[src/core/mtc_timer_regs.svh]
// Register offsets, field positions, reset values for the channel 4 timer
`ifndef MTC_TIMER_REGS_SVH
`define MTC_TIMER_REGS_SVH
`define MTC_OFS_PINCTL 8'h00
`define MTC_OFS_MODE 8'h04
`define MTC_OFS_COUNT 8'h08
`define MTC_OFS_GRC 8'h0c
`define MTC_OFS_GRA 8'h10
`define MTC_OFS_ACCESS 8'h14
`define MTC_OFS_START 8'h18
`define MTC_OFS_CTRL 8'h1c
`define MTC_OFS_OUTEN 8'h20
`define MTC_OFS_STATUS 8'h24
`define MTC_BIT_BFA 0
`define MTC_BIT_ACCESS 0
`define MTC_BIT_START 0
`define MTC_BIT_CCLR 0
`define MTC_BIT_OUTEN 0
`define MTC_RST_PINCTL 8'h00
`define MTC_RST_COUNT 16'h0000
`define MTC_RST_GR 16'hffff
`define MTC_RST_ACCESS 1'b1
`endif

[src/core/mtc_pkg.sv]
// Types and decode helpers for the channel 4 timer
package mtc_pkg;
   typedef enum logic [1:0] {
      MTC_ACT_KEEP = 2'h0,
      MTC_ACT_LOW = 2'h1,
      MTC_ACT_HIGH = 2'h2,
      MTC_ACT_TOGGLE = 2'h3
   } mtc_act_t;
   typedef struct packed {
      logic capture;
      logic init_high;
      mtc_act_t act;
      logic cap_rise;
      logic cap_fall;
   } mtc_pin_ctrl_t;
   typedef struct packed {
      logic psel;
      logic penable;
      logic pwrite;
      logic [7:0] paddr;
      logic [31:0] pwdata;
   } mtc_apb_req_t;

   // Splits the low pin control nibble into its actions
   function automatic mtc_pin_ctrl_t mtc_decode(input logic [7:0] v);
      mtc_pin_ctrl_t p;
      p.capture = v[3];
      p.init_high = v[2];
      p.act = mtc_act_t'(v[1:0]);
      p.cap_rise = v[1] | ~v[0];
      p.cap_fall = v[1] | v[0];
      return p;
   endfunction
endpackage

[src/core/mtc_ch4_timer.sv]
// Channel 4 compare/capture timer with APB register access
//
// Overview of operation
// - Codes 1-3: initial low, then low/high/toggle.
// - Codes 5-7 start high; 0 and 4 retain.
// - Top bit set: capture rise, fall or both.
// - Pin low after reset until control written.
// - Buffer mode blocks C capture and compare.
// - Enable bit gates protected channel registers.
// - Buffer register always writable by CPU.
// - Blocked reads undefined, blocked writes dropped.
// - Clear on last match state: N+1 clocks.
// - Counter clear beats simultaneous counter write.
//
// Chosen here: the APB interface to the registers and the register offsets.
`include "mtc_timer_regs.svh"
`timescale 1ns/10ps
`default_nettype none
module mtc_ch4_timer
   import mtc_pkg::*;
(
   // APB clock and reset
   input wire logic pclk,
   input wire logic presetn,
   // APB request
   input wire logic psel,
   input wire logic penable,
   input wire logic pwrite,
   input wire logic [7:0] paddr,
   input wire logic [31:0] pwdata,
   // APB answer
   output logic [31:0] prdata,
   output logic pready,
   output logic pslverr,
   // Channel 4 C pin
   input wire logic c_pin_in,
   output logic c_pin_out,
   output logic c_pin_oe
);
   mtc_apb_req_t req;

   logic [7:0] pinctl_reg;
   logic [7:0] pinctl_next;
   logic bfa_reg;
   logic bfa_next;
   logic [15:0] cnt_reg;
   logic [15:0] cnt_next;
   logic [15:0] grc_reg;
   logic [15:0] grc_next;
   logic [15:0] gra_reg;
   logic [15:0] gra_next;
   logic access_reg;
   logic access_next;
   logic start_reg;
   logic start_next;
   logic cclr_reg;
   logic cclr_next;
   logic outen_reg;
   logic outen_next;
   logic pin_reg;
   logic pin_next;
   logic [31:0] prdata_reg;
   logic [31:0] prdata_next;

   // One driver for the whole request word
   assign req = {psel, penable, pwrite, paddr, pwdata};

   // Capture pin enters through two flip-flops
   wire pin_level;
   wire pin_rise;
   wire pin_fall;

   mtc_edge_sync u_sync (
      .clk(pclk),
      .rst_n(presetn),
      .pin(c_pin_in),
      .level(pin_level),
      .rise(pin_rise),
      .fall(pin_fall)
   );

   // Address decode
   wire sel_pinctl = (req.paddr == `MTC_OFS_PINCTL);
   wire sel_mode = (req.paddr == `MTC_OFS_MODE);
   wire sel_cnt = (req.paddr == `MTC_OFS_COUNT);
   wire sel_grc = (req.paddr == `MTC_OFS_GRC);
   wire sel_gra = (req.paddr == `MTC_OFS_GRA);
   wire sel_access = (req.paddr == `MTC_OFS_ACCESS);
   wire sel_start = (req.paddr == `MTC_OFS_START);
   wire sel_ctrl = (req.paddr == `MTC_OFS_CTRL);
   wire sel_outen = (req.paddr == `MTC_OFS_OUTEN);
   wire sel_status = (req.paddr == `MTC_OFS_STATUS);

   wire sel_prot = sel_pinctl | sel_mode | sel_cnt | sel_gra | sel_ctrl | sel_outen;
   wire sel_open = sel_grc | sel_access | sel_start | sel_status;
   wire mapped = sel_prot | sel_open;

   // Zero wait states: every access completes in its first access cycle
   wire setup_cyc = req.psel & ~req.penable;
   wire wr_cyc = req.psel & req.penable & req.pwrite;
   wire wr_prot_ok = wr_cyc & access_reg;

   wire wr_pinctl = wr_prot_ok & sel_pinctl;
   wire wr_mode = wr_prot_ok & sel_mode;
   wire wr_cnt = wr_prot_ok & sel_cnt;
   wire wr_gra = wr_prot_ok & sel_gra;
   wire wr_ctrl = wr_prot_ok & sel_ctrl;
   wire wr_outen = wr_prot_ok & sel_outen;
   wire wr_grc = wr_cyc & sel_grc;
   wire wr_access = wr_cyc & sel_access;
   wire wr_start = wr_cyc & sel_start;

   assign pready = 1'b1;
   assign pslverr = req.psel & req.penable & ~mapped;

   // Pin control decode, current and newly written
   mtc_pin_ctrl_t pc;
   mtc_pin_ctrl_t pc_new;

   assign pc = mtc_decode(pinctl_reg);
   assign pc_new = mtc_decode(req.pwdata[7:0]);

   // Counter and matches
   wire match_a = start_reg & (cnt_reg == gra_reg);
   wire match_c_raw = start_reg & (cnt_reg == grc_reg);
   wire clear_cnt = match_a & cclr_reg;

   // Buffer mode turns C into the A buffer, so C raises no events
   wire c_active = ~bfa_reg;
   wire compare_c = c_active & ~pc.capture & match_c_raw;
   wire edge_hit = (pc.cap_rise & pin_rise) | (pc.cap_fall & pin_fall);
   wire capture_c = c_active & pc.capture & edge_hit;
   wire buf_xfer = bfa_reg & match_a;

   always_comb begin
      cnt_next = cnt_reg;
      if (clear_cnt) begin
         cnt_next = `MTC_RST_COUNT;
      end else if (wr_cnt) begin
         cnt_next = req.pwdata[15:0];
      end else if (start_reg) begin
         cnt_next = cnt_reg + 16'h0001;
      end
   end

   always_comb begin
      grc_next = grc_reg;
      if (capture_c) begin
         grc_next = cnt_reg;
      end else if (wr_grc) begin
         grc_next = req.pwdata[15:0];
      end
   end

   always_comb begin
      gra_next = gra_reg;
      if (wr_gra) begin
         gra_next = req.pwdata[15:0];
      end else if (buf_xfer) begin
         gra_next = grc_reg;
      end
   end

   // Pin level: initial level on write, action on compare match
   always_comb begin
      pin_next = pin_reg;
      if (wr_pinctl) begin
         if (!pc_new.capture && pc_new.act != MTC_ACT_KEEP) begin
            pin_next = pc_new.init_high;
         end
      end else if (compare_c) begin
         unique case (pc.act)
            MTC_ACT_KEEP: pin_next = pin_reg;
            MTC_ACT_LOW: pin_next = 1'b0;
            MTC_ACT_HIGH: pin_next = 1'b1;
            MTC_ACT_TOGGLE: pin_next = ~pin_reg;
         endcase
      end
   end

   assign pinctl_next = wr_pinctl ? req.pwdata[7:0] : pinctl_reg;
   assign bfa_next = wr_mode ? req.pwdata[`MTC_BIT_BFA] : bfa_reg;
   assign cclr_next = wr_ctrl ? req.pwdata[`MTC_BIT_CCLR] : cclr_reg;
   assign outen_next = wr_outen ? req.pwdata[`MTC_BIT_OUTEN] : outen_reg;
   assign access_next = wr_access ? req.pwdata[`MTC_BIT_ACCESS] : access_reg;
   assign start_next = wr_start ? req.pwdata[`MTC_BIT_START] : start_reg;

   // Read mux; blocked reads give zero as their undefined value
   wire rd_blocked = sel_prot & ~access_reg;

   always_comb begin
      prdata_next = 32'h0000_0000;
      if (!rd_blocked) begin
         unique case (1'b1)
            sel_pinctl: prdata_next[7:0] = pinctl_reg;
            sel_mode: prdata_next[`MTC_BIT_BFA] = bfa_reg;
            sel_cnt: prdata_next[15:0] = cnt_reg;
            sel_grc: prdata_next[15:0] = grc_reg;
            sel_gra: prdata_next[15:0] = gra_reg;
            sel_access: prdata_next[`MTC_BIT_ACCESS] = access_reg;
            sel_start: prdata_next[`MTC_BIT_START] = start_reg;
            sel_ctrl: prdata_next[`MTC_BIT_CCLR] = cclr_reg;
            sel_outen: prdata_next[`MTC_BIT_OUTEN] = outen_reg;
            sel_status: prdata_next[2:0] = {start_reg, pin_level, pin_reg};
            default: prdata_next = 32'h0000_0000;
         endcase
      end
   end

   // Read data sampled in setup, stable through the access cycle
   always_ff @(posedge pclk or negedge presetn) begin
      if (!presetn) begin
         prdata_reg <= 32'h0000_0000;
      end else if (setup_cyc) begin
         prdata_reg <= prdata_next;
      end
   end

   always_ff @(posedge pclk or negedge presetn) begin
      if (!presetn) begin
         pinctl_reg <= `MTC_RST_PINCTL;
         bfa_reg <= 1'b0;
         cclr_reg <= 1'b0;
         outen_reg <= 1'b0;
         access_reg <= `MTC_RST_ACCESS;
         start_reg <= 1'b0;
      end else begin
         pinctl_reg <= pinctl_next;
         bfa_reg <= bfa_next;
         cclr_reg <= cclr_next;
         outen_reg <= outen_next;
         access_reg <= access_next;
         start_reg <= start_next;
      end
   end

   always_ff @(posedge pclk or negedge presetn) begin
      if (!presetn) begin
         cnt_reg <= `MTC_RST_COUNT;
         grc_reg <= `MTC_RST_GR;
         gra_reg <= `MTC_RST_GR;
      end else begin
         cnt_reg <= cnt_next;
         grc_reg <= grc_next;
         gra_reg <= gra_next;
      end
   end

   // Reset code retains, so the pin holds low until first written
   always_ff @(posedge pclk or negedge presetn) begin
      if (!presetn) begin
         pin_reg <= 1'b0;
      end else begin
         pin_reg <= pin_next;
      end
   end

   assign prdata = prdata_reg;
   assign c_pin_out = pin_reg;
   // Driver released while the pin is a capture input
   assign c_pin_oe = outen_reg & ~pc.capture;
endmodule
`default_nettype wire

[src/core/mtc_edge_sync.sv]
// Pin synchroniser with edge detection
`timescale 1ns/10ps
`default_nettype none
module mtc_edge_sync (
   // Clock and reset
   input wire logic clk,
   input wire logic rst_n,
   // Pin
   input wire logic pin,
   // Detected events
   output logic level,
   output logic rise,
   output logic fall
);
   logic meta_reg;
   logic sync_reg;
   logic last_reg;

   // First stage feeds only the second stage
   always_ff @(posedge clk or negedge rst_n) begin
      if (!rst_n) begin
         meta_reg <= 1'b0;
         sync_reg <= 1'b0;
         last_reg <= 1'b0;
      end else begin
         meta_reg <= pin;
         sync_reg <= meta_reg;
         last_reg <= sync_reg;
      end
   end

   assign level = sync_reg;
   assign rise = sync_reg & ~last_reg;
   assign fall = ~sync_reg & last_reg;
endmodule
`default_nettype wire

[config.mk]
export PLATFORM = sky130hd
export DESIGN_NAME = mtc_ch4_timer
export DESIGN_NICKNAME = d
export VERILOG_FILES = /design/src/core/mtc_pkg.sv /design/src/core/mtc_ch4_timer.sv /design/src/core/mtc_edge_sync.sv
export VERILOG_INCLUDE_DIRS = /design/src /design/src/core
export SDC_FILE = /design/constraint.sdc
export NUM_CORES = 1
export LEC_CHECK = 0
export ABC_AREA = 0
export BUFFER_PORTS_ARGS = -buffer_cell sky130_fd_sc_hd__buf_4
export CELL_PAD_IN_SITES_DETAIL_PLACEMENT = 1
export CELL_PAD_IN_SITES_GLOBAL_PLACEMENT = 2
export CORE_MARGIN = 2
export CORE_UTILIZATION = 36
export DETAILED_ROUTE_END_ITERATION = 7
export GPL_TIMING_DRIVEN = 0
export HOLD_SLACK_MARGIN = 0.05
export PLACE_DENSITY_LB_ADDON = 0.1
export SLEW_MARGIN = 20
export SYNTH_ARGS = -nofsm -noshare
export SYNTH_HDL_FRONTEND = slang
export SYNTH_HIERARCHICAL = 1
export SYNTH_SLANG_ARGS = --single-unit
export TNS_END_PERCENT = 10
[constraint.sdc]
create_clock -name pclk -period 2.41 [get_ports pclk]
set_input_delay 0.3615 -clock pclk [delete_from_list [all_inputs] [get_ports pclk]]
set_output_delay 0.3615 -clock pclk [all_outputs]
set_load 0.02 [all_outputs]
# Word-level counts from Yosys, hierarchy flattened
# Index checks and enable logic that the tools add are counted.
[totals]
reg_bits = 97
output_inout_bits = 36
wordCells = 106
input_bits = 46
[classes]
reduce_logical = 10
n_mux = 16
n_addsub = 1
n_bitwise = 49
eq_ne = 16
[ops]
columns = ["op", "count"]
rows = [
  ["$mux W16", 8],
  ["$eq A16 B16 Y1", 2],
  ["$eq A8 B5 Y1 const B", 4],
  ["$and A1 B1 Y1", 28],
  ["$pmux W8 S3", 1],
  ["$pmux W5 S4", 1],
  ["$add A16 B1 Y16 const B", 1],
  ["$eq A8 B4 Y1 const B", 2],
  ["$eq A8 B6 Y1 const B", 2],
  ["$or A1 B1 Y1", 12],
  ["$pmux W1 S10", 1],
  ["$pmux W2 S5", 1],
  ["$not A1 Y1", 9],
  ["$eq A8 B3 Y1 const B", 1],
  ["$logic_not A8 Y1", 1],
  ["$reduce_bool A2 Y1", 4],
  ["$eq A2 B2 Y1 const B", 2],
  ["$mux W1", 3],
  ["$pmux W1 S3", 1],
  ["$reduce_and A3 Y1", 1],
  ["$reduce_bool A3 Y1", 1],
  ["$eq A2 B1 Y1 const B", 1],
  ["$logic_not A2 Y1", 1],
  ["$ne A2 B1 Y1 const B", 1],
  ["other kinds (3)", 3],
]

# Logic depth before layout (Yosys ltp)
# Gate-level depths: netlist of the first run.
[logic_depth]
word_depth = 9
mapped_depth = 9
ltp_nobuf = 7

# Modules after synthesis
# Netlist of the first run, hierarchy kept.
[by_module_without_submodules]
columns = ["module", "n_inst", "seq_area_each_um2", "cells_per_inst", "area_each_um2"]
rows = [
  ["mtc_ch4_timer", 1, 1993.2, 537, 5058.6],
  ["mtc_edge_sync", 1, 75.1, 5, 90.1],
]

# Worst setup path after synthesis of the first run
# Ideal clock, no wire load.
[synth_path]
kind = "flip-flop to flip-flop"
start = "reg cnt_reg[0]"
end = "reg cnt_reg[8]"
n_path_buf = 3
synth_period_minus_slack_ns = 1.874
setup_time_ns = 0.124
required_ns = 2.286
slack_ns = 0.536
arrival_ns = 1.751
path_stages_with_launch = 10
cell_sequence = "dfrtp_1 > buf_4 > xnor2_1 > nand3_1 > nor3_4 > and3_1 > buf_6 > nor2_4 > buf_6 > a211o_1"
[synth_between]
elab_chain_len = 4
elab_cells_between_ends = 8
classes_between = "add/sub (1); eq/ne (1); mux (3); bitwise (2); reduce/logical (1)"
[synth_rtl]
columns = ["item", "line", "text"]
rows = [
  ["start: declaration", "mtc_ch4_timer.sv:46", "logic [15:0] cnt_reg;"],
  ["start signal: assignment", "mtc_ch4_timer.sv:239", "cnt_reg <= `MTC_RST_COUNT;"],
  ["start signal: assignment", "mtc_ch4_timer.sv:243", "cnt_reg <= cnt_next;"],
  ["$add A16 B1 Y16 / $eq A16 B16 Y1 (equally long branches)", "mtc_ch4_timer.sv:142, mtc_ch4_timer.sv:124", ""],
  ["$mux W16 / $and A1 B1 Y1 (equally long branches)", "mtc_ch4_timer.sv:141, mtc_ch4_timer.sv:124", ""],
  ["$mux W16 / $and A1 B1 Y1 (equally long branches)", "mtc_ch4_timer.sv:139, mtc_ch4_timer.sv:126", ""],
  ["$mux W16 / $reduce_bool A3 Y1 (equally long branches)", "n/a", ""],
]
# Several ways; a longest one is shown, not always the timed one. The select of a mux whose other input is x is not followed.
# A chain may end at the register's enable or synchronous reset.

# Final worst setup path of the first run
[layout_path]
start = "reg cnt_reg[6]"
end = "reg pin_reg (netlist: c_pin_out)"
[layout_between]
elab_chain_len = 5
[layout_rtl]
columns = ["item", "line", "text"]
rows = [
  ["$eq A16 B16 Y1", "mtc_ch4_timer.sv:125", "wire match_c_raw = start_reg & (cnt_reg == grc_reg);"],
  ["$and A1 B1 Y1", "mtc_ch4_timer.sv:125", ""],
  ["$and A1 B1 Y1", "mtc_ch4_timer.sv:130", "wire compare_c = c_active & ~pc.capture & match_c_raw;"],
  ["$reduce_bool A2 Y1 (no line)", "n/a", ""],
  ["$reduce_and A3 Y1 (no line)", "n/a", ""],
  ["end signal: assignment", "mtc_ch4_timer.sv:254", "pin_reg <= pin_next;"],
  ["end: declaration", "mtc_ch4_timer.sv:60", "logic pin_reg;"],
]
# Every way passes these cells.

==> impl_metrics.py, run 1 <==
metrics = {
    "setup_path": {
        "cp_slowest_stage_delay_ns": 0.44,
        "arrival_ns": 2.60,
        "worstSetupEndpointType": "flip-flop",
        "cp-startpoint": "cnt_reg[6]$_DFFE_PN0P_",
        "critPathLaunchType": "flip-flop",
        "crit-reg2reg-launch": "cnt_reg[6]$_DFFE_PN0P_",
        "critPathBufInv": 1,
        "crit_family": "simple AND/OR/NAND/NOR gates",
        "cp.required_ns": 2.65,
        "crit_type": "flip-flop to flip-flop",
        "cp_slowest_cell": "nor4_2",
        "worstPathCellList": "buf_4 -> xor2_1 -> nor4_2 -> o2111ai_1 -> nor4_1 -> a21oi_1 -> mux2_2",
        "worstPathMaxFanout": 10,
    },
    "final_layout": {
        "final_common_cell": "buf_4",
        "nets": 661,
        "multiInputGateArea_um2": 2728,
        "seq_area_um2": 2068,
        "final_cell_mix": "74 x buf_4, 60 x nand2_1, 48 x dfrtp_1, 46 x nor2_1, 37 x a21oi_1",
        "area_growth_pct": 19.68,
        "num-fill-cells": 1632,
        "final_area_um2": 6162,
        "drive_above_1_share_pct": 29.40,
        "post-route-util_pct": 44.22,
        "diodes": 0,
    },
    "timing": {
        "timing.final.crit_share_pct": 97.96,
        "setup_viol": 0,
        "setup_slack_ns": 0.04913,
        "fin_crit_ns": 2.361,
        "tightest_slew_ns": 0.8019,
        "hold_slack_ns": 0.06887,
        "drv_slew": 0,
        "clock_skew_ns": 0.008148,
        "grt_setup_unrepaired": "true",
        "tns_ns": 0,
        "finalHoldViolCount": 0,
        "maxSlewHeadroom_pct": 46.54,
        "fmax_mhz": 423.6,
    },
    "routing": {
        "drt-wirelength-per-cell_um": 21.35,
        "wirelength_mm": 17.06,
        "drcViolationCount": 0,
        "drtIter0Drc": 224,
        "vias_per_cell": 5.492,
        "final_antenna_net_count": 0,
        "firstDrtPassIters": 4,
        "num_vias": 4388,
    },
    "logic_synthesis": {
        "synth_cells": 542,
        "synth_area_um2": 5149,
        "synthArstFlopShare_pct": 100.0,
        "synth_cell_type_count": 61,
        "ys.flop_type": "dfrtp_1",
        "avgSynthCellArea_um2": 9.499,
        "ys_warn_count": 6,
        "synth_enable_flop_cells": 0,
        "seq_area_frac_synth_pct": 40.17,
        "synth_seq_cells": 81,
    },
    "global_route": {
        "grt_pass1_wl_mm": 26.34,
        "grt_use_total_pct": 23.67,
        "grt_max_degree": 82,
        "grt_pass1_vias": 4398,
        "grt_overflow": 0,
        "antenna_found_initial": 0,
    },
    "clock_tree": {
        "clock-sinks": 81,
        "tritoncts": "done",
        "htree_levels": 3,
        "max-clock-path-buffers": 2,
        "cts_root_buffer": "clkbuf_16",
        "clk_pin_slew_ns": 0.06,
        "cts_buffers": 9,
        "post_cts_buffers": 0,
        "insertion_delay_ns": 0.35,
        "hold_buffers": 0,
    },
    "power": {
        "vdd_drop_max_mv": 0.3538,
        "pwr-share-comb_pct": 9.1,
        "clkPwrFrac_pct": 50.1,
        "switchingPower_uw": 813.6,
        "p_leak_uw": 0.002824,
        "p_seq_share_pct": 40.8,
        "p_sw_share_pct": 23.67,
        "internal_power_uw": 2624,
        "power.density_nw_per_um2": 557.9,
    },
    "placement": {
        "dpl.hpwl_mm": 12.51,
        "placedInstanceArea_um2": 5776,
        "place_congestion": 0.8893,
        "dp_slack_ns": -0.04756,
        "portBuffers": 46,
    },
    "floorplanning": {
        "initial_core_util_pct": 36.95,
        "die_area_um2": 15270,
        "die_h_um": 123.6,
        "core_region_area_um2": 13930,
        "ios": 82,
        "num_rows": 43,
        "die_w_um": 123.6,
    },
    "min_path": {
        "hp-class": "input port to async pin",
    },
    "status": {
        "status": "finished clean",
    },
    "job": {
        "cap_violations": 0,
    },
}
## layout make-up
class | count | area share (%)
buffer | 64 | 6.782
tap | 180 | 3.655
sequential | 81 | 33.56
clock buffer | 9 | 3.655
clock inverter | 7 | 2.294
multi-input combinational | 410 | 44.26
inverter | 2 | 0.1218
timing repair buffer | 46 | 5.665
## path summary, 6_finish.rpt
path | endpoint | cells past startpoint | slack, ns
worst max-delay path | c_pin_out$_DFFE_PN0P_ | 7 | 0.05
worst min-delay path | prdata[0]$_DFFE_PN0P_ | 1 | 0.07
worst max register to register | c_pin_out$_DFFE_PN0P_ | 7 | 0.05
worst min register to register | u_sync/level$_DFF_PN0_ | 0 | 0.36
max in group asynchronous | bfa_reg$_DFFE_PN0P_ | 1 | 1.79
min in group pclk | u_sync/meta_reg$_DFF_PN0_ | 1 | 0.12
## cell usage after synthesis, types with 3 or more instances
| cell type | n | share of area [%] |
|---|---|---|
| a211o_1 | 8 | 1.4 |
| xnor2_1 | 28 | 4.8 |
| nor4_1 | 5 | 0.61 |
| clkbuf_1 | 9 | 0.66 |
| nor2b_1 | 3 | 0.36 |
| nand2b_1 | 7 | 0.85 |
| nor3_1 | 13 | 1.3 |
| or2_2 | 3 | 0.36 |
| nand3_1 | 11 | 1.1 |
| nand4_1 | 14 | 1.7 |
| a221o_1 | 5 | 0.97 |
| dfrtp_1 | 48 | 23 |
| mux2i_1 | 36 | 7.0 |
| a22o_1 | 17 | 2.9 |
| a22oi_1 | 17 | 2.5 |
| a21o_1 | 5 | 0.73 |
| o31ai_1 | 6 | 0.87 |
| and3_1 | 4 | 0.49 |
| buf_4 | 29 | 4.2 |
| a21oi_1 | 37 | 3.6 |
| nand2_1 | 60 | 4.4 |
| xor2_1 | 4 | 0.68 |
| o21ai_0 | 11 | 1.1 |
| o211ai_1 | 3 | 0.44 |
| dfstp_2 | 33 | 17 |
| mux2_2 | 15 | 3.3 |
| nor2_1 | 47 | 3.4 |
| buf_6 | 6 | 1.3 |
| buf_2 | 19 | 1.8 |
## worst register-to-register path, cell delays in order, from the launching register on
cell and delay, ns:
dfrtp_1 0.36, buf_4 0.18, xor2_1 0.19, nor4_2 0.44, o2111ai_1 0.24, nor4_1 0.39
a21oi_1 0.16, mux2_2 0.29
## per-stage QoR
| stage | power (uW) | instances |
|---|---|---|
| global route | 3561 | 799 |
| finish | 3438 | 799 |
| detailed placement | 1734 | 783 |
| CTS | 3470 | 799 |
| floorplan | 1595 | 557 |
| global placement | 1728 | 783 |
## routing by layer
| metal | global-route usage (%) | wire length (um) |
|---|---|---|
| met3 | 3.159 | 706 |
| met1 | 33.58 | 8142 |
| met5 | 0 | 0 |
| met2 | 37.88 | 8010 |
| met4 | 6.534 | 196 |
## power by group through the flow
stage / Combinational [uW] / Sequential, uW / Clock, uW
final: 313 / 1400 / 1720
after global routing: 340 / 1410 / 1820
after CTS: 311 / 1400 / 1760
after detailed placement: 308 / 1430 / 0
after global placement: 304 / 1420 / 0
after floorplan: 170 / 1420 / 0
## what timing repair did
| action | in CTS | in global routing |
|---|---|---|
| endpoints found under the setup margin | 1 | 14 |
| gates resized for setup | 1 | 2 |
| endpoints found under the hold margin | 0 | 0 |
## logic make-up after synthesis
group	count (synthesis)	share of synthesized area, %
AOI/OAI and AO/OA	118	15.92
adders and majority gates	2	0.4374
DFF	81	40.17
muxes	52	10.72
xor gates and xnor gates	32	5.444
other	2	0.1459
and+or+nand+nor	189	18.91
buffers and inverters	66	8.262
(Power assumes the default switching activity.)
==> run 2: changes to the inputs <==
--- a/config.mk
+++ b/config.mk
@@ -15,7 +15,7 @@
 export DETAILED_ROUTE_END_ITERATION = 7
 export GPL_TIMING_DRIVEN = 0
 export HOLD_SLACK_MARGIN = 0.05
-export PLACE_DENSITY_LB_ADDON = 0.1
+export PLACE_DENSITY = 0.9
 export SLEW_MARGIN = 20
 export SYNTH_ARGS = -nofsm -noshare
 export SYNTH_HDL_FRONTEND = slang
==> run 2 against run 1 <==
Sequential power barely moved. Via count grew 1.8%. Clock power down 24%. Sequential cell count is the same. Global-route usage decreased by 0.58 points. Utilization down 0.51 points. Clock skew is 0.0013 ns lower. Highest routed layer unchanged.
==> impl_metrics.py, run 2 (synthesized netlist as in run 1, its figures left out) <==
metrics = {
    "status": {
        "status": "finished clean",
    },
    "global_route": {
        "antenna_found_initial": 0,
        "grt_pass1_vias": 4649,
        "grt_use_total_pct": 23.09,
        "grt_max_degree": 82,
        "grt_overflow": 0,
        "grt_pass1_wl_mm": 26.16,
    },
    "setup_path": {
        "arrival_ns": 2.58,
        "reg2reg_slack_ns": 0.06,
        "reg2reg_depth": 7,
        "crit_type": "flip-flop to flip-flop",
        "critPathLaunchType": "flip-flop",
        "crit-reg2reg-launch": "cnt_reg[6]$_DFFE_PN0P_",
        "worstPathMaxFanout": 10,
        "worstSetupEndpointType": "flip-flop",
        "r2r_end": "c_pin_out$_DFFE_PN0P_",
        "cp.required_ns": 2.64,
    },
    "routing": {
        "vias_per_cell": 5.591,
        "final_antenna_net_count": 0,
        "drtIter0Drc": 261,
        "num_vias": 4467,
        "drcViolationCount": 0,
        "firstDrtPassIters": 4,
        "wirelength_mm": 16.87,
        "drt-wirelength-per-cell_um": 21.12,
    },
    "timing": {
        "finalHoldViolCount": 0,
        "fmax_mhz": 425.8,
        "clock_skew_ns": 0.006819,
        "drv_slew": 0,
        "maxSlewHeadroom_pct": 47.12,
        "tightest_slew_ns": 0.7932,
        "fin_crit_ns": 2.348,
        "tns_ns": 0,
        "setup_viol": 0,
        "grt_setup_unrepaired": "false",
        "timing.final.crit_share_pct": 97.44,
    },
    "clock_tree": {
        "htree_levels": 3,
        "clock-sinks": 81,
        "cts_root_buffer": "clkbuf_16",
        "max-clock-path-buffers": 2,
        "post_cts_buffers": 0,
        "tritoncts": "done",
        "clk_pin_slew_ns": 0.06,
        "cts_buffers": 9,
        "hold_buffers": 0,
        "insertion_delay_ns": 0.35,
    },
    "final_layout": {
        "drive_above_1_share_pct": 29.56,
        "nets": 661,
        "num-fill-cells": 1628,
        "final_common_cell": "buf_4",
        "diodes": 0,
        "area_growth_pct": 18.30,
        "final_area_um2": 6091,
        "final_cell_mix": "73 x buf_4, 60 x nand2_1, 48 x dfrtp_1, 46 x nor2_1, 37 x a21oi_1",
    },
    "floorplanning": {
        "initial_core_util_pct": 36.95,
        "die_h_um": 123.6,
        "ios": 82,
        "die_area_um2": 15270,
        "num_rows": 43,
        "core_region_area_um2": 13930,
        "die_w_um": 123.6,
    },
    "placement": {
        "placedInstanceArea_um2": 5776,
        "portBuffers": 46,
        "dpl.hpwl_mm": 12.32,
        "place_congestion": 0.9305,
    },
    "power": {
        "vdd_drop_max_mv": 0.3349,
        "p_leak_uw": 0.002791,
        "total_power_uw": 3025,
        "power.density_nw_per_um2": 496.7,
    },
    "job": {
        "cap_violations": 0,
    },
    "min_path": {
        "hp-class": "input port to async pin",
    },
}
-- run 2: worst max path at each step --
stage,startpoint,endpoint,depth (start not counted)
after CTS,cnt_reg[0]$_DFFE_PN0P_,gra_reg[7]$_DFFE_PN1P_,8
after global routing,cnt_reg[0]$_DFFE_PN0P_,cnt_reg[15]$_DFFE_PN0P_,9
after detailed placement,paddr[3],gra_reg[1]$_DFFE_PN1P_,7
after floorplan,cnt_reg[0]$_DFFE_PN0P_,cnt_reg[8]$_DFFE_PN0P_,9
final,cnt_reg[6]$_DFFE_PN0P_,c_pin_out$_DFFE_PN0P_,7
after global placement,cnt_reg[6]$_DFFE_PN0P_,c_pin_out$_DFFE_PN0P_,7
-- run 2: metrics by stage --
step	setup WS (ns)	hold slack [ns]	util, %	instances
global placement	-0.0009013	0.3327	41.45	783
CTS	0.02225	0.1155	43.46	799
floorplan	0.5356	0.06591	-	557
global route	0.01286	0.1189	43.71	799
finish	0.06166	0.04966	43.71	799
detailed placement	0.001058	0.3419	41.45	783
-- run 2: layer usage --
metal	GRT usage (%)	wire length, um	up-vias
met5	0	0	-
met4	8.168	331	0
met3	2.793	700	23
met2	37.60	7960	109
met1	31.68	7882	2280
li1	-	-	2055
-- run 2: where the power goes --
part	internal (uW)	total [uW]	switching (uW)
Clock	723	1310	585
Sequential	1390	1400	16.2
Combinational	120	314	194
Total	2230	3030	795
-- run 2: final cells by class --
| class | count | area, um2 | share of cell area (%) |
|---|---|---|---|
| clock inverters | 5 | 31.28 | 0.5136 |
| repair buffers | 46 | 349.1 | 5.731 |
| plain buffers | 64 | 421.7 | 6.923 |
| clock buffers | 11 | 242.7 | 3.985 |
| well taps | 180 | 225.2 | 3.698 |
| inverters | 2 | 7.507 | 0.1233 |
| flip-flops and latches | 81 | 2068 | 33.96 |
| multi-input cells | 410 | 2745 | 45.07 |
-- run 2: worst max-delay path: stages (launching register included) --
cell,delay (ns)
dfrtp_1,0.36
buf_4,0.18
xor2_1,0.17
nor4_1,0.49
o2111ai_1,0.26
nor4_2,0.31
a21oi_1,0.15
mux2_2,0.29
-- run 2: what timing repair did --
action | in CTS | in global routing
endpoints found under the setup margin | 1 | 13
pin swaps | 0 | 1
resized for setup | 1 | 6
==> run 3: changes to the inputs <==
--- a/config.mk
+++ b/config.mk
@@ -7,15 +7,16 @@
 export NUM_CORES = 1
 export LEC_CHECK = 0
 export ABC_AREA = 0
+export ABC_CLOCK_PERIOD_IN_PS = 1910
 export BUFFER_PORTS_ARGS = -buffer_cell sky130_fd_sc_hd__buf_4
 export CELL_PAD_IN_SITES_DETAIL_PLACEMENT = 1
 export CELL_PAD_IN_SITES_GLOBAL_PLACEMENT = 2
 export CORE_MARGIN = 2
-export CORE_UTILIZATION = 36
+export CORE_UTILIZATION = 32
 export DETAILED_ROUTE_END_ITERATION = 7
 export GPL_TIMING_DRIVEN = 0
 export HOLD_SLACK_MARGIN = 0.05
-export PLACE_DENSITY = 0.9
+export PLACE_DENSITY = 0.85
 export SLEW_MARGIN = 20
 export SYNTH_ARGS = -nofsm -noshare
 export SYNTH_HDL_FRONTEND = slang
==> constraint.sdc (replaced) <==
create_clock -name pclk -period 1.91 [get_ports pclk]
set_input_delay 0.2865 -clock pclk [delete_from_list [all_inputs] [get_ports pclk]]
set_output_delay 0.2865 -clock pclk [all_outputs]
set_load 0.02 [all_outputs]
==> run 3 against run 2 <==
The flow now finishes with violations (setup timing). Utilization decreased by 1.7 points. Largest power group is now clock. Via count is 1.6% higher. Sequential cell count unchanged. Critical path depth is 1 higher. Critical endpoint is now cnt_reg[12]$_DFFE_PN0P_. Final area rose by 9.2%. Highest routed layer unchanged.
==> impl_metrics.py, run 3 (synthesized netlist as in run 1, its figures left out) <==
metrics = {
    "global_route": {
        "grt_pass1_wl_mm": 26.97,
        "grt_overflow": 0,
        "grt_pass1_vias": 4624,
        "antenna_found_initial": 0,
        "grt_max_degree": 82,
        "grt_use_total_pct": 21.25,
    },
    "final_layout": {
        "final_area_um2": 6653,
        "multiInputGateArea_um2": 2932,
        "drive_above_1_share_pct": 36.59,
        "area_growth_pct": 29.21,
        "nets": 687,
        "final_cell_mix": "102 x buf_4, 58 x nand2_1, 46 x nor2_1, 46 x dfrtp_1",
        "final_common_cell": "buf_4",
        "diodes": 0,
        "stdcell_count": 861,
        "seq_area_um2": 2071,
        "num-fill-cells": 1816,
        "post-route-util_pct": 42.03,
    },
    "clock_tree": {
        "htree_levels": 3,
        "insertion_delay_ns": 0.35,
        "clock-sinks": 81,
        "tritoncts": "done",
        "max-clock-path-buffers": 2,
        "cts_root_buffer": "clkbuf_16",
        "clk_pin_slew_ns": 0.06,
        "cts_buffers": 9,
    },
    "floorplanning": {
        "initial_core_util_pct": 32.53,
        "die_w_um": 130.8,
        "die_h_um": 130.8,
        "core_region_area_um2": 15830,
        "ios": 82,
        "num_rows": 46,
        "die_area_um2": 17120,
    },
    "timing": {
        "maxSlewHeadroom_pct": 46.86,
        "finalHoldViolCount": 0,
        "tightest_slew_ns": 0.7971,
        "drv_slew": 0,
        "timing.final.crit_share_pct": 108.0,
        "setup_slack_ns": -0.1520,
        "setup_viol": 31,
        "fmax_mhz": 485.0,
        "grt_setup_unrepaired": "true",
        "clock_skew_ns": 0.008189,
        "fin_crit_ns": 2.062,
    },
    "routing": {
        "final_antenna_net_count": 0,
        "wirelength_mm": 17.58,
        "vias_per_cell": 5.271,
        "drtIter0Drc": 330,
        "drcViolationCount": 0,
        "firstDrtPassIters": 4,
        "drt-wirelength-per-cell_um": 20.42,
        "num_vias": 4538,
    },
    "placement": {
        "place_congestion": 0.8833,
        "placedInstanceArea_um2": 5821,
        "dpl.hpwl_mm": 12.48,
        "placed_cells": 819,
        "portBuffers": 46,
        "dp_slack_ns": -0.4941,
    },
    "setup_path": {
        "worstPathCellList": "buf_6 -> xnor2_4 -> nand3_2 -> nor3_4 -> and3_4 -> nor2_4 -> buf_8 -> a211o_1",
        "crit_type": "flip-flop to flip-flop",
        "cp_slowest_cell": "dfrtp_1",
        "worstPathMaxFanout": 9,
        "critPathLaunchType": "flip-flop",
        "arrival_ns": 2.29,
        "cp.required_ns": 2.14,
        "worstSetupEndpointType": "flip-flop",
        "cp_slowest_stage_delay_ns": 0.41,
    },
    "power": {
        "p_sw_share_pct": 25.48,
        "internal_power_uw": 2982,
        "total_power_uw": 4002,
        "switchingPower_uw": 1020,
        "pwr-share-comb_pct": 11.1,
        "p_leak_uw": 0.003065,
        "p_seq_share_pct": 44.3,
        "vdd_drop_max_mv": 0.3675,
        "power.density_nw_per_um2": 601.6,
        "clkPwrFrac_pct": 44.6,
    },
    "job": {
        "cap_violations": 0,
    },
    "status": {
        "violations": "setup timing",
        "status": "finished, violations left",
    },
    "min_path": {
        "hp-class": "input port to flip-flop",
    },
}
[run 3: cell count changes in the layout (fill, tap and decap cells not counted), sizes merged]
cell | before | now
buf | 101 | 125
dlygate4sd3 | 0 | 2
bufinv | 0 | 1
clkinv | 4 | 3
clkinvlp | 1 | 0
inv | 2 | 3
[run 3: layout make-up]
| type | count | area share, % |
|---|---|---|
| multi-input combinational | 410 | 44.07 |
| sequential | 81 | 31.13 |
| timing repair buffer | 76 | 9.197 |
| buffer | 60 | 6.978 |
| tap | 216 | 4.062 |
| clock buffer | 11 | 3.649 |
| clock inverter | 5 | 0.8087 |
| inverter | 2 | 0.1128 |
[run 3: power by group through the flow]
| stage | sequential [uW] | clock (uW) | combinational, uW |
|---|---|---|---|
| after global routing | 1770 | 1880 | 480 |
| after detailed placement | 1800 | 0 | 384 |
| after floorplan | 1800 | 0 | 215 |
| after CTS | 1770 | 1810 | 400 |
| after global placement | 1800 | 0 | 376 |
| final | 1770 | 1780 | 445 |
[run 3: worst paths after layout]
path                                                 from                         to  slack [ns]  cells past startpoint
worst max-delay path               cnt_reg[0]$_DFFE_PN0P_    cnt_reg[12]$_DFFE_PN0P_       -0.15                      8
worst min-delay path                           pwdata[14]    cnt_reg[14]$_DFFE_PN0P_        0.19                      2
worst max register to register     cnt_reg[0]$_DFFE_PN0P_    cnt_reg[12]$_DFFE_PN0P_       -0.15                      8
worst min register to register  u_sync/meta_reg$_DFF_PN0_     u_sync/level$_DFF_PN0_        0.35                      0
max in group asynchronous                         presetn     cnt_reg[9]$_DFFE_PN0P_        0.77                      2
min in group asynchronous                         presetn  pinctl_reg[1]$_DFFE_PN0N_        0.53                      2
[run 3: critical path: cells and delay by family, from the launching register on]
kind | cells | cell delay [ns]
buffers and inverters | 2 | 0.30
AOI/OAI and AO/OA | 1 | 0.29
and+or+nand+nor | 4 | 0.74
DFF | 1 | 0.41
xor gates and xnor gates | 1 | 0.19
[run 3: timing repair]
item                                   CTS  global route
setup buffers                           13            14
pin swaps                               30            12
gates resized for setup                 42            30
hold buffers                             1             1
setup endpoints to repair               59            59
cloned                                   1             0
endpoints found under the hold margin    1            10
[run 3: layer usage]
layer  GRT usage, %  share of wire, %  vias to the layer above
li1               -                 -                     2104
met1          29.03                46                     2313
met4          7.697               1.9                        0
met2          34.65                49                       97
met5              0                 0                        -
met3          2.769               3.0                       24
[run 3: through the flow]
| stage | hold WS [ns] | setup TNS (ns) |
|---|---|---|
| 5_1_grt | 0.1818 | -7.451 |
| 3_3_place_gp | 0.3370 | -18.89 |
| 6_report | 0.1894 | -3.461 |
| 4_1_cts | 0.1772 | -3.530 |
| 2_1_floorplan | -0.009091 | 0 |
| 3_5_place_dp | 0.3372 | -20.86 |
